[config.mk]
export PLATFORM = sky130hd
export DESIGN_NAME = scoc_top
export DESIGN_NICKNAME = d
export VERILOG_FILES = /design/src/design/scoc_pkg.sv /design/src/design/scoc_top.sv
export SDC_FILE = /design/constraint.sdc
export NUM_CORES = 1
export LEC_CHECK = 0
export BUFFER_PORTS_ARGS = -buffer_cell sky130_fd_sc_hd__buf_2
export CORE_AREA = 2 2 86 72
export DETAILED_ROUTE_END_ITERATION = 7
export DIE_AREA = 0 0 88 74
export PLACE_DENSITY = 0.8
export REMOVE_ABC_BUFFERS = 1
export SYNTH_ARGS = -nofsm -noshare
export SYNTH_HDL_FRONTEND = slang
export SYNTH_SLANG_ARGS = --single-unit
[constraint.sdc]
create_clock -name i_clk_sys -period 2.5 [get_ports i_clk_sys]
set_clock_uncertainty 0.2 [all_clocks]
set_input_delay 0.5 -clock i_clk_sys [delete_from_list [all_inputs] [get_ports i_clk_sys]]
set_output_delay 0.5 -clock i_clk_sys [all_outputs]
set_load 0.05 [all_outputs]
[src/design/scoc_pkg.sv]
// Constants and types for the secondary clock output control block
// What this block does
// - The primary clock times the primary side and the secondary clock feedback times the secondary side.
// - In synchronous mode ten secondary clock outputs follow the primary clock in phase.
// - In synchronous mode software can switch off single secondary clock outputs through per-output disable bits.
// - In synchronous mode a serial mask is captured once primary reset is released while secondary reset is held.
// - Captured mask bits are shifted into the mask register, read back in the status register, and switch off matching outputs.
// - A mask input held low leaves all outputs running; held high drives all outputs high.
// - One shared input is the serial mask in synchronous mode and the clock source in asynchronous mode.
// - In asynchronous mode the outputs are derived from the asynchronous clock input.
// - In asynchronous mode with divider strap 0 the outputs run at half the asynchronous clock rate.
// - With the power clock strap high, entering D3hot puts the bus in B2 and drives all outputs to 0.
// - With the power clock strap low, entering D3hot leaves the secondary clocks alone.
// - In synchronous normal operation the speed strap high selects 66 MHz and low selects 33 MHz.
// - In synchronous test mode the speed strap is scan enable: low means shift, high means parallel.
// - Two mode-select inputs pick synchronous or asynchronous clocking; the other two codes are reserved.
// - Secondary reset is asserted while primary reset is asserted or the secondary reset control bit is set.
package scoc_pkg;
    localparam int SCOC_NUM_CLKS = 10;
    localparam int SCOC_ADDR_W = 4;
    localparam int SCOC_CNT_W = 4;

    // Register byte offsets
    localparam logic [SCOC_ADDR_W-1:0] SCOC_REG_CTRL = 4'h0;
    localparam logic [SCOC_ADDR_W-1:0] SCOC_REG_DISABLE = 4'h4;
    localparam logic [SCOC_ADDR_W-1:0] SCOC_REG_STATUS = 4'h8;

    // Control register fields
    localparam int SCOC_CTRL_SEC_RST = 0;
    localparam int SCOC_CTRL_PWR_LO = 1;
    localparam int SCOC_CTRL_PWR_HI = 2;

    // Status register fields
    localparam int SCOC_ST_MASK_LO = 0;
    localparam int SCOC_ST_MODE_LO = 16;
    localparam int SCOC_ST_RESERVED = 18;
    localparam int SCOC_ST_SPEED66 = 19;
    localparam int SCOC_ST_SCAN_PAR = 20;
    localparam int SCOC_ST_B2 = 21;
    localparam int SCOC_ST_SEC_RST = 22;

    localparam logic [1:0] SCOC_PWR_D0 = 2'h0;
    localparam logic [1:0] SCOC_PWR_D3HOT = 2'h3;
    localparam logic [1:0] SCOC_MODE_SYNC = 2'h2;
    localparam logic [1:0] SCOC_MODE_ASYNC = 2'h3;
    localparam logic [SCOC_NUM_CLKS-1:0] SCOC_DIS_RESET = 10'h000;
    localparam logic [31:0] SCOC_DATA_ZERO = 32'h0000_0000;

    typedef enum logic [2:0] {
        SCOC_HOLD = 3'b001,
        SCOC_SHIFT = 3'b010,
        SCOC_RUN = 3'b100
    } scoc_phase_type;

    typedef struct packed {
        logic primary_reset_n;
        logic [1:0] mode_select;
        logic speed_config_strap;
        logic pm_clock_control_strap;
        logic test_mode;
    } scoc_straps_type;

    typedef struct packed {
        logic [SCOC_ADDR_W-1:0] address;
        logic read;
        logic write;
        logic [31:0] writedata;
    } scoc_bus_req_type;

    typedef struct packed {
        scoc_phase_type phase;
        logic [SCOC_CNT_W-1:0] shift_cnt;
        logic [SCOC_NUM_CLKS-1:0] mask;
        logic [SCOC_NUM_CLKS-1:0] sw_disable;
        logic sec_rst_bit;
        logic [1:0] pwr_state;
        logic pclk_q;
        logic fb_q;
        logic aclk_q;
        logic div_tog;
        logic [SCOC_NUM_CLKS-1:0] clk_out;
        logic sec_reset_n;
        logic b2;
        logic speed66;
        logic scan_parallel;
        logic pri_tick;
        logic sec_tick;
        logic waitreq;
        logic [31:0] readdata;
    } scoc_state_type;
endpackage

[src/design/scoc_top.sv]
// Secondary clock output control: clock gating, mask capture, reset and register slave
`timescale 1ns/1ps
module scoc_top
    import scoc_pkg::*;
#(
    parameter int NUM_CLKS = SCOC_NUM_CLKS
) (
    input wire logic i_clk_sys,
    input wire logic i_rst_n,
    input wire logic i_primary_clock,
    input wire logic i_secondary_clock_feedback_in,
    input wire logic i_serial_clock_mask_in,
    input wire scoc_straps_type i_straps,
    input wire scoc_bus_req_type i_bus,
    output logic o_waitrequest,
    output logic [31:0] o_readdata,
    output logic [NUM_CLKS-1:0] o_secondary_clock_outputs,
    output logic o_secondary_reset_n,
    output logic o_secondary_bus_b2,
    output logic o_speed_66mhz,
    output logic o_scan_parallel,
    output logic o_primary_tick,
    output logic o_secondary_tick
);

    scoc_state_type s;
    scoc_state_type next_s;

    function automatic logic is_mode(input logic [1:0] sel, input logic [1:0] code);
        is_mode = (sel == code);
    endfunction

    logic sync_mode;
    logic async_mode;
    logic pclk_rise;
    logic aclk_rise;
    logic d3_gate;
    logic bus_go;
    logic [31:0] status_word;

    ////////////////////////////////////////////////////////////////////////////////
    // Decode of straps and edges
    always_comb begin
        sync_mode = is_mode(i_straps.mode_select, SCOC_MODE_SYNC);
        async_mode = is_mode(i_straps.mode_select, SCOC_MODE_ASYNC);
        pclk_rise = i_primary_clock && !s.pclk_q;
        // Shared pin read as clock source only in asynchronous mode
        aclk_rise = async_mode && i_serial_clock_mask_in && !s.aclk_q;
        d3_gate = i_straps.pm_clock_control_strap && (s.pwr_state == SCOC_PWR_D3HOT);
        bus_go = (i_bus.read || i_bus.write) && !s.waitreq;
        status_word = SCOC_DATA_ZERO;
        status_word[SCOC_ST_MASK_LO +: NUM_CLKS] = s.mask;
        status_word[SCOC_ST_MODE_LO +: 2] = i_straps.mode_select;
        status_word[SCOC_ST_RESERVED] = !sync_mode && !async_mode;
        status_word[SCOC_ST_SPEED66] = s.speed66;
        status_word[SCOC_ST_SCAN_PAR] = s.scan_parallel;
        status_word[SCOC_ST_B2] = s.b2;
        status_word[SCOC_ST_SEC_RST] = !s.sec_reset_n;
    end

    ////////////////////////////////////////////////////////////////////////////////
    // Next state
    always_comb begin
        next_s = s;
        next_s.pclk_q = i_primary_clock;
        next_s.fb_q = i_secondary_clock_feedback_in;
        next_s.aclk_q = async_mode && i_serial_clock_mask_in;
        next_s.pri_tick = pclk_rise;
        next_s.sec_tick = i_secondary_clock_feedback_in && !s.fb_q;

        // Mask capture sequence
        case (s.phase)
            SCOC_HOLD: begin
                next_s.shift_cnt = '0;
                if (i_straps.primary_reset_n && sync_mode) begin
                    next_s.phase = SCOC_SHIFT;
                end else if (i_straps.primary_reset_n) begin
                    next_s.phase = SCOC_RUN;
                end
            end
            SCOC_SHIFT: begin
                if (pclk_rise) begin
                    next_s.mask = {s.mask[NUM_CLKS-2:0], i_serial_clock_mask_in};
                    next_s.shift_cnt = s.shift_cnt + 1'b1;
                    if (s.shift_cnt == SCOC_CNT_W'(NUM_CLKS - 1)) begin
                        next_s.phase = SCOC_RUN;
                    end
                end
            end
            SCOC_RUN: begin
                next_s.shift_cnt = '0;
            end
            default: begin
                next_s.phase = SCOC_HOLD;
            end
        endcase
        if (!i_straps.primary_reset_n) begin
            next_s.phase = SCOC_HOLD;
        end

        // Secondary reset held through the capture window
        next_s.sec_reset_n = i_straps.primary_reset_n && !s.sec_rst_bit
                             && (next_s.phase == SCOC_RUN);

        // Divider toggles on each asynchronous clock rise
        if (aclk_rise) begin
            next_s.div_tog = !s.div_tog;
        end

        // Secondary clock outputs
        for (int i = 0; i < NUM_CLKS; i++) begin
            if (d3_gate) begin
                next_s.clk_out[i] = 1'b0;
            end else if (async_mode && i_straps.speed_config_strap) begin
                next_s.clk_out[i] = i_serial_clock_mask_in;
            end else if (async_mode) begin
                next_s.clk_out[i] = aclk_rise ? !s.div_tog : s.div_tog;
            end else if (sync_mode && (s.mask[i] || s.sw_disable[i])) begin
                next_s.clk_out[i] = 1'b1;
            end else if (sync_mode) begin
                next_s.clk_out[i] = i_primary_clock;
            end else begin
                next_s.clk_out[i] = 1'b0;
            end
        end
        next_s.b2 = d3_gate;

        // Speed and scan straps share one pin
        next_s.speed66 = sync_mode && !i_straps.test_mode && i_straps.speed_config_strap;
        next_s.scan_parallel = sync_mode && i_straps.test_mode && i_straps.speed_config_strap;

        // Avalon-MM slave: one wait cycle, then completion
        next_s.waitreq = !((i_bus.read || i_bus.write) && s.waitreq);
        next_s.readdata = SCOC_DATA_ZERO;
        if ((i_bus.read || i_bus.write) && s.waitreq && i_bus.read) begin
            case (i_bus.address)
                SCOC_REG_CTRL: begin
                    next_s.readdata[SCOC_CTRL_SEC_RST] = s.sec_rst_bit;
                    next_s.readdata[SCOC_CTRL_PWR_HI:SCOC_CTRL_PWR_LO] = s.pwr_state;
                end
                SCOC_REG_DISABLE: begin
                    next_s.readdata[NUM_CLKS-1:0] = s.sw_disable;
                end
                SCOC_REG_STATUS: begin
                    next_s.readdata = status_word;
                end
                default: begin
                    next_s.readdata = SCOC_DATA_ZERO;
                end
            endcase
        end
        if (bus_go && i_bus.write) begin
            case (i_bus.address)
                SCOC_REG_CTRL: begin
                    next_s.sec_rst_bit = i_bus.writedata[SCOC_CTRL_SEC_RST];
                    next_s.pwr_state = i_bus.writedata[SCOC_CTRL_PWR_HI:SCOC_CTRL_PWR_LO];
                end
                SCOC_REG_DISABLE: begin
                    next_s.sw_disable = i_bus.writedata[NUM_CLKS-1:0];
                end
                default: begin
                    next_s.sw_disable = s.sw_disable;
                end
            endcase
        end
    end

    ////////////////////////////////////////////////////////////////////////////////
    // State register
    always_ff @(posedge i_clk_sys) begin
        if (!i_rst_n) begin
            s.phase <= SCOC_HOLD;
            s.shift_cnt <= '0;
            s.mask <= SCOC_DIS_RESET;
            s.sw_disable <= SCOC_DIS_RESET;
            s.sec_rst_bit <= 1'b0;
            s.pwr_state <= SCOC_PWR_D0;
            s.pclk_q <= 1'b0;
            s.fb_q <= 1'b0;
            s.aclk_q <= 1'b0;
            s.div_tog <= 1'b0;
            s.clk_out <= '0;
            s.sec_reset_n <= 1'b0;
            s.b2 <= 1'b0;
            s.speed66 <= 1'b0;
            s.scan_parallel <= 1'b0;
            s.pri_tick <= 1'b0;
            s.sec_tick <= 1'b0;
            s.waitreq <= 1'b1;
            s.readdata <= SCOC_DATA_ZERO;
        end else begin
            s <= next_s;
        end
    end

    always_comb begin
        o_waitrequest = s.waitreq;
        o_readdata = s.readdata;
        o_secondary_clock_outputs = s.clk_out;
        o_secondary_reset_n = s.sec_reset_n;
        o_secondary_bus_b2 = s.b2;
        o_speed_66mhz = s.speed66;
        o_scan_parallel = s.scan_parallel;
        o_primary_tick = s.pri_tick;
        o_secondary_tick = s.sec_tick;
    end
endmodule

==> reports/results.txt <==
result of the run = completed
number of buffers inserted for hold repair after clock tree synthesis = 0
Net Switching = 0.5882 mW
Die Y = 74 um
buffer type at the clock tree root = clkbuf_8
top flip-flop cell by instance count after synthesis = dfxtp_1
filler cell count = 493
Leak Pwr = 1.469 nW
main area contributors after synthesis = dfxtp_1, buf_4, mux2i_1, nor2_1, a21oi_1
Avg WL per Cell = 13.56 um
max_cap viols = 0
die footprint = 0.006512 mm^2
data arrival time of the critical path = 1.05 ns
cell count after placement = 419
final count of pins violating max slew = 0
count of buffers from port buffering = 60
max frequency = 0.5725 GHz
Worst Setup Start Kind = flip-flop
average vias per placed instance = 5.152
Max IR drop VDD = 247.3 uV
top cell family by delay on the critical path = flip-flops
post-synthesis async set-or-reset flop share = 0
setup fix buffers added after clock tree synthesis = 0
first drt pass iteration count = 5
total routing usage reported by global routing = 0.1877
Final Hold Vio Count = 0
post-layout total power = 2.265 mW
number of enable-type register cells in the synthesized netlist = 0
total congestion overflow after global routing = 0
Antenna Cells = 0
total of flip-flops plus latches after synthesis = 68
total DRC errors in the routed layout = 0
min Tclk post-route = 1.747 ns
number of setup violations in the final report = 0
number of global-route vias before repair = 1967
clock group share of total power = 0.399
number of distinct library cells after synthesis = 43
total number of vias = 2241
Switching Fraction = 0.2597
unrepaired setup endpoints after global routing = no
Worst Setup End Kind = output port
starting DRC count in detailed routing = 227
Post-Route WL = 5900 um
post-synth design cell area = 0.002940 mm^2
crit path max fanout = 5
mean instance size in the synthesized netlist = 9.334 um^2
clk sinks = 68
CTS H-tree depth = 3
largest stage delay on the critical path = 0.41 ns
Clock Path Buffers = 2
final total negative setup slack = 0 ns
initial antenna violation count = 0
maximum number of pins on one net before global-route repair = 27
part of the Yosys area used for sequential elements = 0.4630
internal power = 1.677 mW
total CTS buffers = 9
slowest stage cell, crit path = dfxtp_1
register-to-register setup slack = 0.78 ns
kind of critical path = reg2out
CTS tree = yes
Seq pwr share = 0.495
cells after synthesis = 315
relative area change from synthesis to final layout = 10.34%
final estimated routing congestion in global placement = 0.8307
cells along the critical path = buf_2
effective utilization at floorplan = 0.5193
required time of the critical path = 1.80 ns
floorplan row count = 25
post-synthesis cell type with the largest combined area = dfxtp_1
HPWL after DPL = 4197 um
count of instances resized after the clock tree is built = 0
portion of total power attributed to combinational logic = 0.106
worst min path class = in2reg
wire length of the first global-routing pass = 9135 um
insertion delay of the later-clocked pin in the worst-skew pair = 0.34 ns
Hold Worst Slack = 0.1218 ns
IO Pins = 98
ratio of total power to cell area = 698.2 mW/mm^2
final cell count without fillers = 435
clock slew seen by the registers of the worst setup and hold paths = 0.07 ns
Nets = 400
share of the synthesized area in the top cell type = 0.4630
Yosys warnings = 0
die boundary width = 88 um
post-layout util = 0.5730
share of layout cells above drive strength 1 = 0.2542
final critical-path share of the clock period = 0.6987
Core ar. = 0.005662 mm^2
remaining number of nets flagged by the antenna check after routing = 0
crit path buf inv count = 1
placed cells by master (no fill, tap or decap), types with 2 or more instances in the layout:
cell type,count
mux2i_1,17
o21ai_1,3
xor2_1,2
ha_1,2
conb_1,15
nand3_1,19
o21ai_0,8
a21oi_1,26
nand2b_1,2
clkbuf_8,11
buf_4,7
nand2_1,13
inv_1,3
and2_1,9
dfxtp_1,68
o31ai_1,6
nor2_1,36
nand4_1,2
a22oi_1,8
nor3b_2,2
nand4b_1,2
nor2b_1,10
buf_2,60
clkinv_2,2
area by class of cell:
type / instances / area (um^2) / share of cell area
clock buffer: 12 / 155.1 / 0.04782
sequential: 68 / 1361 / 0.4196
clock inverter: 4 / 47.55 / 0.01465
timing repair buffer: 67 / 352.8 / 0.1088
multi-input combinational: 199 / 1211 / 0.3733
inverter: 4 / 15.01 / 0.004628
tap: 81 / 101.3 / 0.03124
metrics by stage:
step	setup slack [ns]	instance area [um^2]
floorplan	0.3672	2587
global placement	0.5952	3042
detailed placement	0.6152	3042
CTS	0.7505	3244
global route	0.6552	3244
finish	0.7532	3244
sequential cells by signal, indices dropped and copies added (netlist names):
name	flops
o_primary_tick	1
o_secondary_clock_outputs	10
o_secondary_tick	1
o_readdata	17
o_scan_parallel	1
o_speed_66mhz	1
o_secondary_reset_n	1
s	34
o_waitrequest	1
o_secondary_bus_b2	1
cells in the mapped netlist, types with 2 or more instances:
cell type / n
dfxtp_1: 68
buf_4: 46
nor2_1: 36
a21oi_1: 26
nand3_1: 19
mux2i_1: 17
nand2_1: 13
nor2b_1: 10
and2_1: 9
a22oi_1: 8
o21ai_0: 8
buf_2: 6
o31ai_1: 6
clkbuf_1: 4
inv_1: 3
o21ai_1: 3
ha_1: 2
nand2b_1: 2
nand4_1: 2
nand4b_1: 2
nor3b_2: 2
xor2_1: 2
power groups by stage:
stage	clock network (mW)	registers (mW)	logic (mW)
2_1_floorplan	0	1.19	0.115
3_3_place_gp	0	1.14	0.235
3_5_place_dp	0	1.15	0.238
4_1_cts	0.923	1.12	0.238
5_1_grt	0.963	1.12	0.254
6_report	0.905	1.12	0.239
path summary, 6_finish.rpt:
path,startpoint,end,cells after the start
setup / recovery,o_waitrequest$_SDFF_PN1_,o_waitrequest,1
hold / removal,i_straps[0],o_speed_66mhz$_SDFF_PN0_,2
setup reg to reg,s[81]$_SDFF_PN0_,o_secondary_reset_n$_SDFF_PN0_,5
hold reg to reg,s[51]$_SDFF_PN0_,o_secondary_tick$_SDFF_PN0_,1
per-layer routing:
metal	track usage	share of wire	up-vias
li1	-	-	1092
met1	0.2472	0.42	1034
met2	0.2887	0.46	103
met3	0.03219	0.092	12
met4	0.1179	0.025	0
met5	0	0	-
logic make-up after synthesis:
logic type / Yosys count / synth area share
compound gates: 60 / 0.1323
xor+xnor: 3 / 0.008938
fa+ha+maj: 2 / 0.008509
buf+inv: 62 / 0.1430
flops: 68 / 0.4630
mux: 17 / 0.05787
other cells: 1 / 0.001275
simple gates: 102 / 0.1851
Note: power is estimated with default switching activity, not from simulation.
